**config.mk**
```make
export PLATFORM = sky130hd
export DESIGN_NAME = xmb_bus_interface
export DESIGN_NICKNAME = d
export VERILOG_FILES = /design/src/pkg/xmb_pkg.sv /design/src/verilog/xmb_bus_interface.sv
export SDC_FILE = /design/constraint.sdc
export NUM_CORES = 1
export LEC_CHECK = 0
export BUFFER_PORTS_ARGS = -buffer_cell sky130_fd_sc_hd__clkbuf_2
export CORE_UTILIZATION = 57
export CTS_CLUSTER_DIAMETER = 30
export DETAILED_ROUTE_END_ITERATION = 10
export GPL_TIMING_DRIVEN = 0
export PLACE_DENSITY_LB_ADDON = 0.2
export RECOVER_POWER = 25
export SYNTH_ARGS = -nofsm -noshare
export SYNTH_HDL_FRONTEND = slang
export SYNTH_SLANG_ARGS = --single-unit
```
**constraint.sdc**
```tcl
create_clock -name clock -period 9.8 [get_ports clock]
set_input_delay 0.49 -clock clock [delete_from_list [all_inputs] [get_ports clock]]
set_output_delay 0.49 -clock clock [all_outputs]
set_load 0.05 [all_outputs]
```
**src/pkg/xmb_pkg.sv**
```systemverilog
package xmb_pkg;
    // Instruction clock
    localparam int CLK_MHZ = 40;
    // Read data window on the pins, then two sync stages
    localparam int RD_PHASE_NS = 75;
    localparam int RD_PHASE_CYC_I = (RD_PHASE_NS * CLK_MHZ + 999) / 1000;
    localparam logic [1:0] RD_PHASE_CYC = RD_PHASE_CYC_I[1:0];
    // Size of on-chip program memory in bytes
    localparam logic [20:0] ONCHIP_SIZE = 21'h020000;
    localparam logic [20:0] BUS_BOTTOM = 21'h000000;
    // Avalon byte offsets
    localparam logic [3:0] OFS_CTRL = 4'h0;
    localparam logic [3:0] OFS_PULLUP = 4'h4;
    localparam logic [3:0] OFS_STATUS = 4'h8;
    // Bus control register fields
    localparam int CTRL_DIS_BIT = 7;
    localparam int CTRL_WAIT_LSB = 4;
    localparam int CTRL_WM_LSB = 0;
    localparam logic [7:0] CTRL_RESET = 8'h00;
    localparam logic [7:0] CTRL_MASK = 8'hB3;
    // Pull-up register fields
    localparam int PU_LOW_BIT = 0;
    localparam int PU_HIGH_BIT = 1;
    localparam int PU_CTRL_BIT = 2;
    localparam logic [2:0] PULLUP_RESET = 3'h0;
    // Status register fields
    localparam int ST_BUSOWN_BIT = 0;
    localparam int ST_BUSY_BIT = 1;
    localparam int ST_EXTMODE_BIT = 2;
    localparam int ST_EFFDIS_BIT = 3;
    // Address width strap codes
    localparam logic [1:0] AW_12 = 2'h0;
    localparam logic [1:0] AW_16 = 2'h1;
    localparam logic [1:0] AW_20 = 2'h2;
    // Request kinds
    localparam logic [1:0] KIND_FETCH = 2'h0;
    localparam logic [1:0] KIND_TBLRD = 2'h1;
    localparam logic [1:0] KIND_TABLE_WRITE_OP = 2'h2;
    localparam logic [1:0] WAIT_MAX = 2'h3;
    typedef enum logic [1:0] {WM_BYTE_WRITE, WM_BYTE_SELECT, WM_WORD_WRITE} xmb_width_e;
endpackage : xmb_pkg

```
**src/verilog/xmb_bus_interface.sv**
```systemverilog
`timescale 1ns/10ps
// What this block does
// - Unshifted bus address equals program counter
// - Shift config subtracts on-chip size from address
// - Byte address line is address LSb, held low for 16-bit word and byte writes
// - Data shares low lines per data width
// - Wait enable adds wait count cycles to table reads and writes, not to fetches
// - Three pull-up enables, cleared on reset
// - On-chip mode: bus off, control writes ignored
// - External fetch or table op uses bus
// - Internal execution: disable bit picks pin function
// - External access overrides disable bit temporarily
// - Disable takes effect after branch to internal
// - Parked bus: tri-state data, strobes idle
// - Only configured address width lines are parked
// - Bus overrides all other pin functions
// - Width mode selects 16-bit write configuration
// - Width mode decode: 1x word, 01 select, 00 byte
// - Latch pulse with address, then output enable
// - Chip enable low per access, high in sleep
// - Byte select drives byte address and enables
// - Byte write: latch byte both halves, strobe by LSb
// - Wait code 11,10,01,00 gives 0,1,2,3 cycles
// - Word write: even holds, odd writes pair
module xmb_bus_interface (
    input wire logic clock,
    input wire logic sys_rst,
    input wire logic clkEn,
    input wire logic strapExtMode,
    input wire logic strapData16,
    input wire logic [1:0] strapAddrWidth,
    input wire logic addr_shift_cfg,
    input wire logic strapWaitEnable,
    input wire logic sleepMode,
    input wire logic reqValid,
    input wire logic [1:0] reqKind,
    input wire logic [20:0] reqAddr,
    input wire logic [7:0] table_latch_reg,
    output logic reqReady,
    output logic respValid,
    output logic [15:0] respData,
    output logic respExternal,
    input wire logic [3:0] avs_address,
    input wire logic avs_read,
    input wire logic avs_write,
    input wire logic [31:0] avs_writedata,
    input wire logic [3:0] avs_byteenable,
    output logic [31:0] avs_readdata,
    output logic avs_waitrequest,
    input wire logic [15:0] addrDataIn,
    output logic [15:0] addr_data_lines,
    output logic [15:0] addrDataOe,
    output logic [3:0] upper_addr_lines,
    output logic [3:0] upperAddrOe,
    output logic addrLatchEn,
    output logic outputEnN,
    output logic write_high_strobe_n,
    output logic write_low_strobe_n,
    output logic byte_addr_line,
    output logic chipEnN,
    output logic lower_byte_en_n,
    output logic upper_byte_en_n,
    output logic [15:0] busOwnsAd,
    output logic [3:0] busOwnsUpper,
    output logic busOwnsCtrl,
    output logic pullup_en_low_ad,
    output logic pullup_en_high_ad,
    output logic pullup_en_ctrl
);
    typedef enum logic [2:0] {ST_IDLE, ST_ADDR, ST_RD, ST_RD2, ST_WR, ST_WAIT, ST_DONE} xmb_state_e;

    function automatic xmb_pkg::xmb_width_e decodeWidth(input logic [1:0] wm);
        if (wm[1]) begin
            decodeWidth = xmb_pkg::WM_WORD_WRITE;
        end else if (wm[0]) begin
            decodeWidth = xmb_pkg::WM_BYTE_SELECT;
        end else begin
            decodeWidth = xmb_pkg::WM_BYTE_WRITE;
        end
    endfunction : decodeWidth

    function automatic logic [15:0] adActiveMask(input logic [1:0] aw);
        if (aw == xmb_pkg::AW_12) begin
            adActiveMask = 16'h0FFF;
        end else begin
            adActiveMask = 16'hFFFF;
        end
    endfunction : adActiveMask

    // Strap and pin synchronisers
    logic [5:0] strapMeta_reg;
    logic [5:0] strapSync_reg;
    logic [15:0] adMeta_reg;
    logic [15:0] adSync_reg;
    logic strapsLoaded_reg;
    logic extMode_reg;
    logic data16_reg;
    logic [1:0] addrWidth_reg;
    logic shiftCfg_reg;
    logic waitEn_reg;

    always_ff @(posedge clock or posedge sys_rst) begin
        if (sys_rst) begin
            strapMeta_reg <= 6'h00;
            strapSync_reg <= 6'h00;
            adMeta_reg <= 16'h0000;
            adSync_reg <= 16'h0000;
        end else if (clkEn) begin
            strapMeta_reg <= {strapExtMode, strapData16, strapAddrWidth, addr_shift_cfg, strapWaitEnable};
            strapSync_reg <= strapMeta_reg;
            adMeta_reg <= addrDataIn;
            adSync_reg <= adMeta_reg;
        end
    end

    // Straps caught once, after the sync chain has filled
    logic [1:0] strapCnt_reg;
    always_ff @(posedge clock or posedge sys_rst) begin
        if (sys_rst) begin
            strapCnt_reg <= 2'h0;
            strapsLoaded_reg <= 1'b0;
            extMode_reg <= 1'b0;
            data16_reg <= 1'b1;
            addrWidth_reg <= xmb_pkg::AW_20;
            shiftCfg_reg <= 1'b0;
            waitEn_reg <= 1'b0;
        end else if (clkEn && !strapsLoaded_reg) begin
            strapCnt_reg <= strapCnt_reg + 2'h1;
            if (strapCnt_reg == 2'h2) begin
                strapsLoaded_reg <= 1'b1;
                extMode_reg <= strapSync_reg[5];
                data16_reg <= strapSync_reg[4];
                addrWidth_reg <= strapSync_reg[3:2];
                shiftCfg_reg <= strapSync_reg[1];
                waitEn_reg <= strapSync_reg[0];
            end
        end
    end

    // Software registers
    logic [7:0] ctrl_reg;
    logic [2:0] pullup_reg;
    logic ack_reg;
    logic effDis_reg;
    logic lastFetchExt_reg;
    xmb_state_e state_reg;
    logic busOwn_reg;

    logic bus_disable_bit;
    logic [1:0] waitField;
    xmb_pkg::xmb_width_e widthMode;
    assign bus_disable_bit = ctrl_reg[xmb_pkg::CTRL_DIS_BIT];
    assign waitField = ctrl_reg[xmb_pkg::CTRL_WAIT_LSB +: 2];
    assign widthMode = decodeWidth(ctrl_reg[xmb_pkg::CTRL_WM_LSB +: 2]);

    logic busAccess;
    assign busAccess = (avs_read || avs_write) && !ack_reg;

    always_ff @(posedge clock or posedge sys_rst) begin
        if (sys_rst) begin
            ack_reg <= 1'b0;
            avs_waitrequest <= 1'b1;
            avs_readdata <= 32'h00000000;
        end else if (clkEn) begin
            ack_reg <= busAccess;
            avs_waitrequest <= !busAccess;
            if (busAccess && avs_read) begin
                if (avs_address == xmb_pkg::OFS_CTRL) begin
                    avs_readdata <= {24'h000000, ctrl_reg};
                end else if (avs_address == xmb_pkg::OFS_PULLUP) begin
                    avs_readdata <= {29'h00000000, pullup_reg};
                end else if (avs_address == xmb_pkg::OFS_STATUS) begin
                    avs_readdata <= {28'h0000000, effDis_reg, extMode_reg, state_reg != ST_IDLE, busOwn_reg};
                end else begin
                    avs_readdata <= 32'h00000000;
                end
            end
        end
    end
    always_ff @(posedge clock or posedge sys_rst) begin
        if (sys_rst) begin
            ctrl_reg <= xmb_pkg::CTRL_RESET;
            pullup_reg <= xmb_pkg::PULLUP_RESET;
        end else if (clkEn && ack_reg && avs_write && avs_byteenable[0]) begin
            if (avs_address == xmb_pkg::OFS_CTRL && extMode_reg) begin
                ctrl_reg <= avs_writedata[7:0] & xmb_pkg::CTRL_MASK;
            end else if (avs_address == xmb_pkg::OFS_PULLUP) begin
                pullup_reg <= avs_writedata[2:0];
            end
        end
    end
    assign pullup_en_low_ad = pullup_reg[xmb_pkg::PU_LOW_BIT];
    assign pullup_en_high_ad = pullup_reg[xmb_pkg::PU_HIGH_BIT];
    assign pullup_en_ctrl = pullup_reg[xmb_pkg::PU_CTRL_BIT];

    // Request decode
    logic [20:0] busAddr;
    logic reqExternal;
    assign reqExternal = extMode_reg && strapsLoaded_reg && (reqAddr >= xmb_pkg::ONCHIP_SIZE);
    assign busAddr = shiftCfg_reg ? (reqAddr - xmb_pkg::ONCHIP_SIZE) : reqAddr;

    // Disable bit takes hold only once execution is internal
    always_ff @(posedge clock or posedge sys_rst) begin
        if (sys_rst) begin
            lastFetchExt_reg <= 1'b0;
            effDis_reg <= 1'b0;
        end else if (clkEn) begin
            if (state_reg == ST_IDLE && reqValid && reqKind == xmb_pkg::KIND_FETCH) begin
                lastFetchExt_reg <= reqExternal;
            end
            if (!lastFetchExt_reg) begin
                effDis_reg <= bus_disable_bit;
            end
        end
    end

    // Bus cycle sequencer and pin registers
    logic [1:0] kind_reg;
    logic [20:0] addr_reg;
    logic [1:0] phaseCnt_reg;
    logic [7:0] hold_reg;
    logic [7:0] lowByte_reg;
    logic [15:0] adActive;
    assign adActive = adActiveMask(addrWidth_reg);

    always_ff @(posedge clock or posedge sys_rst) begin
        if (sys_rst) begin
            state_reg <= ST_IDLE;
            kind_reg <= xmb_pkg::KIND_FETCH;
            addr_reg <= xmb_pkg::BUS_BOTTOM;
            phaseCnt_reg <= 2'h0;
            hold_reg <= 8'h00;
            lowByte_reg <= 8'h00;
            reqReady <= 1'b0;
            respValid <= 1'b0;
            respData <= 16'h0000;
            respExternal <= 1'b0;
            addr_data_lines <= 16'h0000;
            addrDataOe <= 16'h0000;
            upper_addr_lines <= 4'h0;
            upperAddrOe <= 4'h0;
            addrLatchEn <= 1'b0;
            outputEnN <= 1'b1;
            write_high_strobe_n <= 1'b1;
            write_low_strobe_n <= 1'b1;
            byte_addr_line <= 1'b0;
            chipEnN <= 1'b1;
            lower_byte_en_n <= 1'b1;
            upper_byte_en_n <= 1'b1;
        end else if (clkEn) begin
            respValid <= 1'b0;
            if (sleepMode) begin
                reqReady <= 1'b0;
                chipEnN <= 1'b1;
                lower_byte_en_n <= 1'b1;
                upper_byte_en_n <= 1'b1;
            end else begin
                case (state_reg)
                    ST_IDLE: begin
                        reqReady <= strapsLoaded_reg;
                        addrDataOe <= 16'h0000;
                        upperAddrOe <= 4'h0;
                        addrLatchEn <= 1'b0;
                        outputEnN <= 1'b1;
                        write_high_strobe_n <= 1'b1;
                        write_low_strobe_n <= 1'b1;
                        byte_addr_line <= 1'b0;
                        chipEnN <= 1'b1;
                        lower_byte_en_n <= 1'b1;
                        upper_byte_en_n <= 1'b1;
                        if (reqValid && reqReady) begin
                            reqReady <= 1'b0;
                            kind_reg <= reqKind;
                            addr_reg <= busAddr;
                            respExternal <= reqExternal;
                            if (reqExternal) begin
                                state_reg <= ST_ADDR;
                            end else begin
                                state_reg <= ST_DONE;
                            end
                        end
                    end
                    ST_ADDR: begin
                        chipEnN <= 1'b0;
                        addrLatchEn <= 1'b1;
                        addr_data_lines <= addr_reg[16:1];
                        addrDataOe <= adActive;
                        upper_addr_lines <= addr_reg[20:17];
                        upperAddrOe <= (addrWidth_reg == xmb_pkg::AW_20) ? 4'hF : 4'h0;
                        byte_addr_line <= (kind_reg == xmb_pkg::KIND_FETCH) ? 1'b0 : addr_reg[0];
                        phaseCnt_reg <= 2'h0;
                        state_reg <= (kind_reg == xmb_pkg::KIND_TABLE_WRITE_OP) ? ST_WR : ST_RD;
                    end
                    ST_RD, ST_RD2: begin
                        addrLatchEn <= 1'b0;
                        outputEnN <= 1'b0;
                        addrDataOe <= adActive & (data16_reg ? 16'h0000 : 16'hFF00);
                        if (data16_reg) begin
                            lower_byte_en_n <= 1'b0;
                            upper_byte_en_n <= 1'b0;
                        end
                        phaseCnt_reg <= phaseCnt_reg + 2'h1;
                        if (phaseCnt_reg == xmb_pkg::RD_PHASE_CYC) begin
                            phaseCnt_reg <= 2'h0;
                            if (data16_reg) begin
                                respData <= adSync_reg;
                                state_reg <= (kind_reg == xmb_pkg::KIND_FETCH) ? ST_DONE : ST_WAIT;
                            end else if (state_reg == ST_RD && kind_reg == xmb_pkg::KIND_FETCH) begin
                                lowByte_reg <= adSync_reg[7:0];
                                byte_addr_line <= 1'b1;
                                state_reg <= ST_RD2;
                            end else if (state_reg == ST_RD2) begin
                                respData <= {adSync_reg[7:0], lowByte_reg};
                                state_reg <= ST_DONE;
                            end else begin
                                respData <= {8'h00, adSync_reg[7:0]};
                                state_reg <= ST_WAIT;
                            end
                        end
                    end
                    ST_WR: begin
                        addrLatchEn <= 1'b0;
                        phaseCnt_reg <= 2'h0;
                        state_reg <= ST_WAIT;
                        addr_data_lines <= {table_latch_reg, table_latch_reg};
                        addrDataOe <= adActive;
                        if (!data16_reg) begin
                            addr_data_lines <= {addr_reg[16:9], table_latch_reg};
                            write_low_strobe_n <= 1'b0;
                        end else if (widthMode == xmb_pkg::WM_WORD_WRITE) begin
                            if (!addr_reg[0]) begin
                                hold_reg <= table_latch_reg;
                                addrDataOe <= 16'h0000;
                            end else begin
                                addr_data_lines <= {table_latch_reg, hold_reg};
                                write_high_strobe_n <= 1'b0;
                                lower_byte_en_n <= 1'b0;
                                upper_byte_en_n <= 1'b0;
                            end
                        end else if (widthMode == xmb_pkg::WM_BYTE_SELECT) begin
                            write_high_strobe_n <= 1'b0;
                            upper_byte_en_n <= !addr_reg[0];
                            lower_byte_en_n <= addr_reg[0];
                        end else begin
                            write_high_strobe_n <= !addr_reg[0];
                            write_low_strobe_n <= addr_reg[0];
                        end
                        if (data16_reg && widthMode != xmb_pkg::WM_BYTE_SELECT) begin
                            byte_addr_line <= 1'b0;
                        end
                    end
                    ST_WAIT: begin
                        outputEnN <= 1'b1;
                        write_high_strobe_n <= 1'b1;
                        write_low_strobe_n <= 1'b1;
                        if (!waitEn_reg || phaseCnt_reg == (xmb_pkg::WAIT_MAX - waitField)) begin
                            state_reg <= ST_DONE;
                        end else begin
                            phaseCnt_reg <= phaseCnt_reg + 2'h1;
                        end
                    end
                    ST_DONE: begin
                        respValid <= 1'b1;
                        outputEnN <= 1'b1;
                        chipEnN <= 1'b1;
                        addrDataOe <= 16'h0000;
                        lower_byte_en_n <= 1'b1;
                        upper_byte_en_n <= 1'b1;
                        state_reg <= ST_IDLE;
                        reqReady <= strapsLoaded_reg;
                    end
                    default: begin
                        state_reg <= ST_IDLE;
                    end
                endcase
            end
        end
    end

    // Pin ownership: bus wins over ports and peripherals
    always_ff @(posedge clock or posedge sys_rst) begin
        if (sys_rst) begin
            busOwn_reg <= 1'b0;
            busOwnsAd <= 16'h0000;
            busOwnsUpper <= 4'h0;
            busOwnsCtrl <= 1'b0;
        end else if (clkEn) begin
            busOwn_reg <= extMode_reg && strapsLoaded_reg && (!effDis_reg || state_reg != ST_IDLE);
            if (extMode_reg && strapsLoaded_reg && (!effDis_reg || state_reg != ST_IDLE)) begin
                busOwnsAd <= adActive;
                busOwnsUpper <= (addrWidth_reg == xmb_pkg::AW_20) ? 4'hF : 4'h0;
                busOwnsCtrl <= 1'b1;
            end else begin
                busOwnsAd <= 16'h0000;
                busOwnsUpper <= 4'h0;
                busOwnsCtrl <= 1'b0;
            end
        end
    end
endmodule : xmb_bus_interface
```
==> results of run 1 <==
## through the flow
step                hold WS [ns]  total power [mW]  cells  instance area, µm²  utilization (%)
floorplan                  0.446              1.90    725                8060                -
global placement           0.459              2.15   1069                9120             67.8
detailed placement         0.464              2.18   1070                9150             68.0
CTS                      0.00356              2.83   1102                9720             72.2
global route               0.278              2.95   1102                9710             72.1
finish                     0.284              2.81   1102                9710             72.1
## worst max-delay path, delay by kind of cell (launching register included)
kind                   cells  cell delay (ns)
buffers and inverters      2             0.47
DFF                        1             0.35
muxes                      1             0.37
and+or+nand+nor            3             0.80
## power groups by stage
stage | Sequential, mW | Combinational (mW) | Clock [mW]
finish | 1.04 | 1.14 | 0.634
global route | 1.06 | 1.22 | 0.670
CTS | 1.04 | 1.15 | 0.644
detailed placement | 1.04 | 1.14 | 0
global placement | 1.03 | 1.11 | 0
floorplan | 1.36 | 0.543 | 0
## layout by cell type, fill, tap and decap left out, drive strengths merged, types with 3 or more instances in the layout
cell type,count
nor2b,6
o21ai,24
clkbuf,200
nand3,10
a22o,6
nor4,5
nor4b,3
clkinvlp,8
dfstp,9
mux2i,18
a22oi,11
buf,84
o22ai,10
a21oi,46
and3,4
nand2b,5
nand2,51
o41ai,3
nor2,51
mux2,104
conb,25
inv,20
xor2,4
o31ai,3
xnor2,4
nand3b,3
nor3,6
ha,3
nand4,3
a31oi,10
dfrtp,161
## final timing paths
check / startpoint / endpoint / slack, ns
max: state_reg[1]$_DFFE_PP0P_ / addr_reg[1]$_DFFE_PP0P_ / 7.68
min: addrDataIn[13] / adMeta_reg[13]$_DFFE_PP0P_ / 0.28
max reg2reg: state_reg[1]$_DFFE_PP0P_ / addr_reg[1]$_DFFE_PP0P_ / 7.68
min reg2reg: strapCnt_reg[0]$_DFFE_PP0P_ / strapCnt_reg[0]$_DFFE_PP0P_ / 0.48
max in group asynchronous: sys_rst / addrDataOe[11]$_DFFE_PP0P_ / 8.27
min in group asynchronous: sys_rst / adMeta_reg[5]$_DFFE_PP0P_ / 0.34
## cell type report
cell class	instances	area [µm²]
plain buffers	95	618
clock buffers	20	447
clock inverters	12	116
fillers	1008	3750
inverters	18	68.8
multi-input cells	442	3100
flip-flops and latches	170	4270
well taps	176	220
repair buffers	169	867
## cell families (layout without fill, tap and decap cells)
group,after synthesis,count (layout),synth area share (%)
other cells,1,25,0.0471
simple gates,153,153,9.27
compound gates,131,131,10.2
flops,170,170,53.5
xor+xnor,8,8,0.879
mux,122,122,17.0
fa+ha+maj,3,3,0.471
buf+inv,113,314,8.64
## routing by layer
metal	up-vias	track usage (%)	share of wire [%]
met5	-	0	0
met4	0	11.3	2.4
met3	33	6.75	6.6
met2	233	45.0	51
met1	2942	34.8	40
li1	2802	-	-
==> impl_metrics.json, run 1 <==
{
  "swShare_pct": 42.8,
  "antenna_found_initial": 0,
  "hpwl_um": 13600,
  "synth_area_per_cell_um2": 11.4,
  "fmax_mhz": 471,
  "synth_area_mm2": 0.00797,
  "crit_chain": "buf_2 -> nor2_1 -> nand2_1 -> nor2_1 -> buf_2 -> mux2_2",
  "skew_ns": 0.0109,
  "hold_path_depth": 2,
  "yosysTopAreaCell": "dfrtp_1",
  "hold_viol_final": 0,
  "yosysMostFrequentCell": "dfrtp_1",
  "syn2layout_area_growth_pct": 21.8,
  "wl_per_cell_um": 16.9,
  "place.port_buffers": 168,
  "drc_errors": 0,
  "grt_pass1_vias": 5873,
  "power_frac_comb_pct": 40.7,
  "tightest_slew_ns": 1.36,
  "critPathMaxFanout": 10,
  "cts_root_buffer": "clkbuf_16",
  "start_util_pct": 59.2,
  "rsz0062_at_grt": "no",
  "leakagePower_nw": 4.69,
  "antennaDiodeCount": 0,
  "ys_ff_latch": 170,
  "grt_pass1_wl_um": 30100,
  "synth.distinct_cells": 56,
  "first_iter_violations": 284,
  "synth_edf_count": 0,
  "ff2ff_path_depth": 6,
  "crit_slowest_cell": "mux2_2",
  "largest_register_ffs": 21,
  "period_minus_slack_ns": 2.12,
  "vias": 6010,
  "cts_sinks": 170,
  "fin_tns_setup_ns": 0,
  "crit_type": "flip-flop to flip-flop",
  "place_congestion": 0.911,
  "viasPerCell": 5.45,
  "yosysTopAreaCellShare_pct": 50.6,
  "async_flop_share_pct": 100,
  "wl_um": 18600,
  "status": "finished, final reports clean",
  "grt_use_total_pct": 27.4,
  "syn_inst": 701,
  "seq_area_frac_synth_pct": 53.5,
  "yosysWarningCount": 0,
  "place_ws_ns": 7.62,
  "cpPeakStageDelay_ns": 0.37,
  "ios": 224,
  "fin_nets": 1016,
  "path_clk_slew_ns": 0.07,
  "synthTopCellsByCount": "dfrtp_1, mux2_2, buf_4",
  "grt.overflow.total": 0,
  "post_cts_buffers": 0,
  "max_cap_viol_count": 0,
  "drive_above_1_share_pct": 42.9,
  "seqPwrFrac_pct": 36.8,
  "die_h_um": 120,
  "drt_first_pass_iters": 5,
  "relSlewSlack_pct": 8.72,
  "cp-end-kind": "flip-flop",
  "clk_latency_ns": 0.43,
  "ys_top_cells_by_area": "dfrtp_1, mux2_2, buf_4",
  "grt_max_degree": 141,
  "std_cell_rows": 42,
  "cp.arrival_ns": 2.43,
  "slew_viol_final": 0,
  "dieWidth_um": 120,
  "p_clk_share_pct": 22.5,
  "finalWorstSetupSlack_ns": 7.68,
  "ctsHoldBuffers": 0,
  "core_mm2": 0.0135,
  "postRouteAntennaNets": 0,
  "cts_buffer_depth": 2,
  "hold_class": "input port to flip-flop",
  "finalSetupViolations": 0,
  "max-vdd-ir-drop_mv": 0.211,
  "power.density_mw_per_mm2": 290,
  "cp.required_ns": 10.11,
  "power.internal_mw": 1.61,
  "die_area_mm2": 0.0145,
  "synthFlopType": "dfrtp_1",
  "start_kind": "flip-flop",
  "numCtsBuffers": 17,
  "cts_max_level": 4,
  "period_share_pct": 21.7,
  "cts_tree": "built",
  "power.switching_mw": 1.20,
  "cts_resized": 0
}
Note: power is estimated with default switching activity, not from simulation.
==> run 2, diff against run 1 <==
--- a/config.mk
+++ b/config.mk
@@ -6,7 +6,7 @@
 export NUM_CORES = 1
 export LEC_CHECK = 0
 export BUFFER_PORTS_ARGS = -buffer_cell sky130_fd_sc_hd__clkbuf_2
-export CORE_UTILIZATION = 57
+export CORE_UTILIZATION = 47
 export CTS_CLUSTER_DIAMETER = 30
 export DETAILED_ROUTE_END_ITERATION = 10
 export GPL_TIMING_DRIVEN = 0
==> constraint.sdc (replaced) <==
create_clock -name clock -period 1.7 [get_ports clock]
set_input_delay 0.085 -clock clock [delete_from_list [all_inputs] [get_ports clock]]
set_output_delay 0.085 -clock clock [all_outputs]
set_load 0.05 [all_outputs]
==> run 2 against run 1 <==
  * The flow now finishes with violations (setup timing)
  * Sequential power grew to 5.8 times the previous value
  * Global-route usage is 4.3 points lower
  * Sequential share of layout area is 5.4 points lower
  * Flip-flop and latch count stayed put
  * Hold slack worse by 0.26 ns
  * Critical path depth stayed put
  * Die area is 21% higher
  * Critical endpoint is now lower_byte_en_n$_DFFE_PP1P_
  * Largest cell class unchanged
==> impl_metrics.json, run 2 (synthesis results as in run 1) <==
{
  "wl_per_cell_um": 16.8,
  "vias": 6387,
  "dieWidth_um": 132,
  "cp_num_buf_inv": 1,
  "violations": "setup timing",
  "crit_chain": "buf_6 -> or3b_4 -> and3b_1 -> nor4b_2 -> o21ai_2 -> mux2_4",
  "drt_first_pass_iters": 4,
  "place_congestion": 0.902,
  "cp-end-kind": "flip-flop",
  "drc_errors": 0,
  "cp.required_ns": 2.05,
  "cpPeakStageDelay_ns": 0.41,
  "start_util_pct": 48.0,
  "place.port_buffers": 168,
  "ios": 224,
  "drive_above_1_share_pct": 43.5,
  "first_iter_violations": 344,
  "largest_register_ffs": 21,
  "finalSetupViolations": 28,
  "postRouteAntennaNets": 0,
  "r2r_end": "lower_byte_en_n$_DFFE_PP1P_",
  "placed_area_mm2": 0.00929,
  "cts_tree": "built",
  "multi_input_area_mm2": 0.00333,
  "finalWorstSetupSlack_ns": -0.117,
  "core_mm2": 0.0166,
  "cts_sinks": 170,
  "fill_cells": 1288,
  "hold_viol_final": 0,
  "antenna_found_initial": 0,
  "die_area_mm2": 0.0175,
  "r2r-start": "state_reg[0]$_DFFE_PP0P_",
  "cp_top_family": "simple AND/OR/NAND/NOR gates",
  "start_kind": "flip-flop",
  "max-vdd-ir-drop_mv": 1.24,
  "cts_root_buffer": "clkbuf_16",
  "cts_buffer_depth": 2,
  "syn2layout_area_growth_pct": 38.8,
  "place_ws_ns": -0.429,
  "grt_use_total_pct": 23.1,
  "crit_slowest_cell": "or3b_4",
  "crit_type": "flip-flop to flip-flop",
  "r2r_slack_ns": -0.12,
  "period_share_pct": 107,
  "numCtsBuffers": 17,
  "status": "finished, violations left",
  "leakagePower_nw": 5.27,
  "wl_um": 20900,
  "power.density_mw_per_mm2": 1570,
  "finalInstanceArea_mm2": 0.0111,
  "crit_start": "state_reg[0]$_DFFE_PP0P_",
  "grt.overflow.total": 0,
  "cts_max_level": 4,
  "dpl.cell_count": 1117,
  "whs_endpoint": "addr_reg[17]$_DFFE_PP0P_",
  "hpwl_um": 13700,
  "seqCellArea_mm2": 0.00427,
  "hold_path_depth": 3,
  "max_cap_viol_count": 0,
  "path_clk_slew_ns": 0.06,
  "std_cell_rows": 47,
  "fin_tns_setup_ns": -1.09,
  "ff2ff_path_depth": 6,
  "viasPerCell": 5.15,
  "grt_pass1_wl_um": 31500,
  "fin_nets": 1112,
  "critPathMaxFanout": 5,
  "cp.arrival_ns": 2.17,
  "die_h_um": 132,
  "layout_common_cells": "clkbuf_2, dfrtp_1, buf_4, mux2_2, dlygate4sd3_1",
  "final_common_cell": "clkbuf_2",
  "grt_max_degree": 39,
  "relSlewSlack_pct": 47.6,
  "skew_ns": 0.00874,
  "worst_hold_slack_ns": 0.0206,
  "layout.cells.non_filler": 1241,
  "rsz0062_at_grt": "yes",
  "clk_latency_ns": 0.43,
  "tightest_slew_ns": 0.784,
  "period_minus_slack_ns": 1.82,
  "slew_viol_final": 0,
  "antennaDiodeCount": 0,
  "fmax_mhz": 550,
  "hold_class": "input port to flip-flop",
  "hp-start": "reqAddr[17]",
  "grt_pass1_vias": 6085
}
==> run 2: worst max path at each step <==
stage                                              to  cells past startpoint
after floorplan                   ack_reg$_DFFE_PP0P_                      1
after global placement       addr_reg[12]$_DFFE_PP0P_                      2
after detailed placement      hold_reg[6]$_DFFE_PP0P_                      4
after CTS                 lower_byte_en_n$_DFFE_PP1P_                      7
after global routing          hold_reg[5]$_DFFE_PP0P_                      5
final                     lower_byte_en_n$_DFFE_PP1P_                      6
==> run 2: worst register-to-register path, stage by stage, from the launching register on <==
cell and delay [ns]:
dfrtp_1 0.37, buf_6 0.14, or3b_4 0.41, and3b_1 0.25
nor4b_2 0.06, o21ai_2 0.20, mux2_4 0.32
==> run 2: per-layer routing <==
metal | wire [µm] | track usage [%] | vias to the layer above
li1 | - | - | 3005
met2 | 10300 | 38.1 | 234
met3 | 1250 | 6.31 | 41
met1 | 8720 | 29.4 | 3107
met4 | 635 | 7.92 | 0
met5 | 0 | 0 | -
==> run 2: timing repair <==
item,4_1_cts,5_1_grt
gates resized for setup,25,73
endpoints found under the hold margin,104,0
buffers inserted,11,16
hold buffers,64,0
endpoints found under the setup margin,88,91
cloned,0,5
pin swaps,5,10
==> run 2: final cells by class <==
cell class                      count  share of cell area (%)
Sequential cell                   170                    38.6
Inverter                           18                   0.645
Buffer                             92                    6.24
Tap cell                          220                    2.49
Timing Repair Buffer              268                    16.8
Clock buffer                       22                    4.11
Multi-Input combinational cell    442                    30.1
Clock inverter                      9                    1.06
==> run 2: through the flow <==
stage,utilization [%],power [mW]
floorplan,-,11.0
global placement,55.5,12.5
detailed placement,56.0,12.6
CTS,64.5,16.8
global route,66.7,18.2
finish,66.7,17.4
==> run 2: power breakdown <==
part / internal [mW] / switching [mW] / total (mW)
Clock: 2.21 / 1.60 / 3.81
Sequential: 5.22 / 0.799 / 6.02
Combinational: 2.68 / 4.88 / 7.56
==> run 3, diff against run 2 <==
--- a/config.mk
+++ b/config.mk
@@ -7,11 +7,14 @@
 export LEC_CHECK = 0
 export BUFFER_PORTS_ARGS = -buffer_cell sky130_fd_sc_hd__clkbuf_2
 export CORE_UTILIZATION = 47
+export CTS_BUF_LIST = sky130_fd_sc_hd__clkbuf_4 sky130_fd_sc_hd__clkbuf_8 sky130_fd_sc_hd__clkbuf_16
 export CTS_CLUSTER_DIAMETER = 30
 export DETAILED_ROUTE_END_ITERATION = 10
 export GPL_TIMING_DRIVEN = 0
 export PLACE_DENSITY_LB_ADDON = 0.2
 export RECOVER_POWER = 25
+export SKIP_CTS_REPAIR_TIMING = 1
+export SLEW_MARGIN = 20
 export SYNTH_ARGS = -nofsm -noshare
 export SYNTH_HDL_FRONTEND = slang
 export SYNTH_SLANG_ARGS = --single-unit
==> run 3 against run 2 <==
  * The run ends with hold timing, setup timing left
  * Cell count down 0.56%
  * Final area down 1.5%
  * Core utilization down 1.0 points
  * Hold slack worse by 0.042 ns
  * Fmax down 11%
  * Clock power up 2%
  * Clock skew up 0.00056 ns
  * Critical path type unchanged
  * Largest power group unchanged
==> impl_metrics.json, run 3 (synthesis results as in run 1) <==
{
  "status": "finished, violations left",
  "violations": "hold timing, setup timing",
  "period_share_pct": 120,
  "numCtsBuffers": 17,
  "r2r_slack_ns": -0.33,
  "vias": 6248,
  "drive_above_1_share_pct": 44.0,
  "finalSetupViolations": 39,
  "ff2ff_path_depth": 8,
  "fin_tns_setup_ns": -3.40,
  "hold_class": "input port to flip-flop",
  "final_common_cell": "clkbuf_2",
  "grt_max_degree": 34,
  "largest_register_ffs": 21,
  "std_cell_rows": 47,
  "max_cap_viol_count": 0,
  "power_frac_comb_pct": 42.5,
  "cts_tree": "built",
  "seqPwrFrac_pct": 34.8,
  "dieWidth_um": 132,
  "hold_path_depth": 3,
  "layout_common_cells": "clkbuf_2, dfrtp_1, mux2_2, buf_4, dlygate4sd3_1",
  "dpl.cell_count": 1119,
  "cp.required_ns": 2.06,
  "layout.cells.non_filler": 1234,
  "fin_nets": 1104,
  "finalPower_mw": 17.1,
  "r2r-start": "state_reg[1]$_DFFE_PP0P_",
  "max-vdd-ir-drop_mv": 1.45,
  "skew_ns": 0.00930,
  "drc_errors": 0,
  "cts_buffer_depth": 2,
  "cp.arrival_ns": 2.39,
  "path_clk_slew_ns": 0.07,
  "postRouteAntennaNets": 0,
  "antennaDiodeCount": 0,
  "grt.overflow.total": 0,
  "whs_endpoint": "addr_reg[20]$_DFFE_PP0P_",
  "core_mm2": 0.0166,
  "place_congestion": 0.902,
  "leakagePower_nw": 5.22,
  "die_h_um": 132,
  "antenna_found_initial": 0,
  "critPathMaxFanout": 7,
  "grt_pass1_wl_um": 29600,
  "cts_max_level": 4,
  "power.switching_mw": 7.24,
  "place_ws_ns": -0.426,
  "swShare_pct": 42.2,
  "rsz0062_at_grt": "yes",
  "place.port_buffers": 168,
  "final_core_util_pct": 65.6,
  "worst_hold_slack_ns": -0.0217,
  "start_util_pct": 48.0,
  "start_kind": "flip-flop",
  "wl_um": 19900,
  "cp-end-kind": "flip-flop",
  "grt_use_total_pct": 21.9,
  "hold_viol_final": 2,
  "finalWorstSetupSlack_ns": -0.334,
  "first_iter_violations": 308,
  "die_area_mm2": 0.0175,
  "viasPerCell": 5.06,
  "tightest_slew_ns": 0.820,
  "hp-start": "reqAddr[20]",
  "clk_latency_ns": 0.43,
  "hpwl_um": 13800,
  "grt_pass1_vias": 5616,
  "crit_type": "flip-flop to flip-flop",
  "fmax_mhz": 492,
  "cts_root_buffer": "clkbuf_16",
  "ios": 224,
  "relSlewSlack_pct": 45.4,
  "drt_first_pass_iters": 5,
  "p_clk_share_pct": 22.7,
  "syn2layout_area_growth_pct": 36.6,
  "wl_per_cell_um": 16.1,
  "power.internal_mw": 9.90,
  "slew_viol_final": 0,
  "power.density_mw_per_mm2": 1570,
  "cts_sinks": 170,
  "r2r_end": "lower_byte_en_n$_DFFE_PP1P_",
  "period_minus_slack_ns": 2.03
}
-- run 3: changes by cell type in the layout (fill, tap and decap cells not counted), moves of 4 or more --
cell / change
buf_2: -6
clkbuf_1: -16
clkbuf_2: +15
inv_6: +4
mux2_2: +13
mux2_4: -12
-- run 3: metrics by stage --
step / instance area [µm²] / hold WS [ns]
after detailed placement: 9350 / 0.0977
after floorplan: 8100 / 0.181
after CTS: 9940 / -0.366
final: 10900 / -0.0217
after global routing: 10900 / 0.00243
after global placement: 9210 / 0.317
-- run 3: per-layer routing --
layer	track usage, %	share of wire (%)	up-vias
met5	0	0	-
met1	27.9	43	3061
met4	7.47	1.6	0
li1	-	-	2981
met3	6.42	5.5	21
met2	35.8	50	185
-- run 3: worst max-delay path: stages (launching register included) --
cell      delay [ns]
dfrtp_1         0.38
buf_6           0.13
buf_4           0.13
buf_4           0.14
nand2b_1        0.22
nor2_1          0.11
nor4b_2         0.38
o21ai_2         0.16
mux2_4          0.31
-- run 3: layout make-up --
class,count,area (µm²)
inverters,18,68.8
repair buffers,257,1720
fillers,1332,5700
flip-flops and latches,170,4270
multi-input cells,442,3250
clock inverters,15,166
well taps,220,275
clock buffers,17,425
plain buffers,95,722
-- run 3: power by group through the flow --
| stage | Clock [mW] | Sequential [mW] | Combinational (mW) |
|---|---|---|---|
| after floorplan | 0 | 7.83 | 3.14 |
| after global placement | 0 | 5.99 | 6.47 |
| after detailed placement | 0 | 6.00 | 6.58 |
| after CTS | 3.95 | 5.95 | 6.60 |
| after global routing | 4.11 | 6.09 | 7.70 |
| final | 3.89 | 5.96 | 7.28 |
-- run 3: worst max path at each step --
stage,depth (start not counted),slack (ns),end,from
after floorplan,1,-0.55,ack_reg$_DFFE_PP0P_,sys_rst
final,8,-0.33,lower_byte_en_n$_DFFE_PP1P_,state_reg[1]$_DFFE_PP0P_
after global placement,2,-1.62,addr_reg[12]$_DFFE_PP0P_,sys_rst
after global routing,8,-0.35,upper_byte_en_n$_DFFE_PP1P_,state_reg[1]$_DFFE_PP0P_
after CTS,6,-0.44,addr_reg[6]$_DFFE_PP0P_,state_reg[0]$_DFFE_PP0P_
after detailed placement,6,-0.43,addr_reg[7]$_DFFE_PP0P_,state_reg[0]$_DFFE_PP0P_
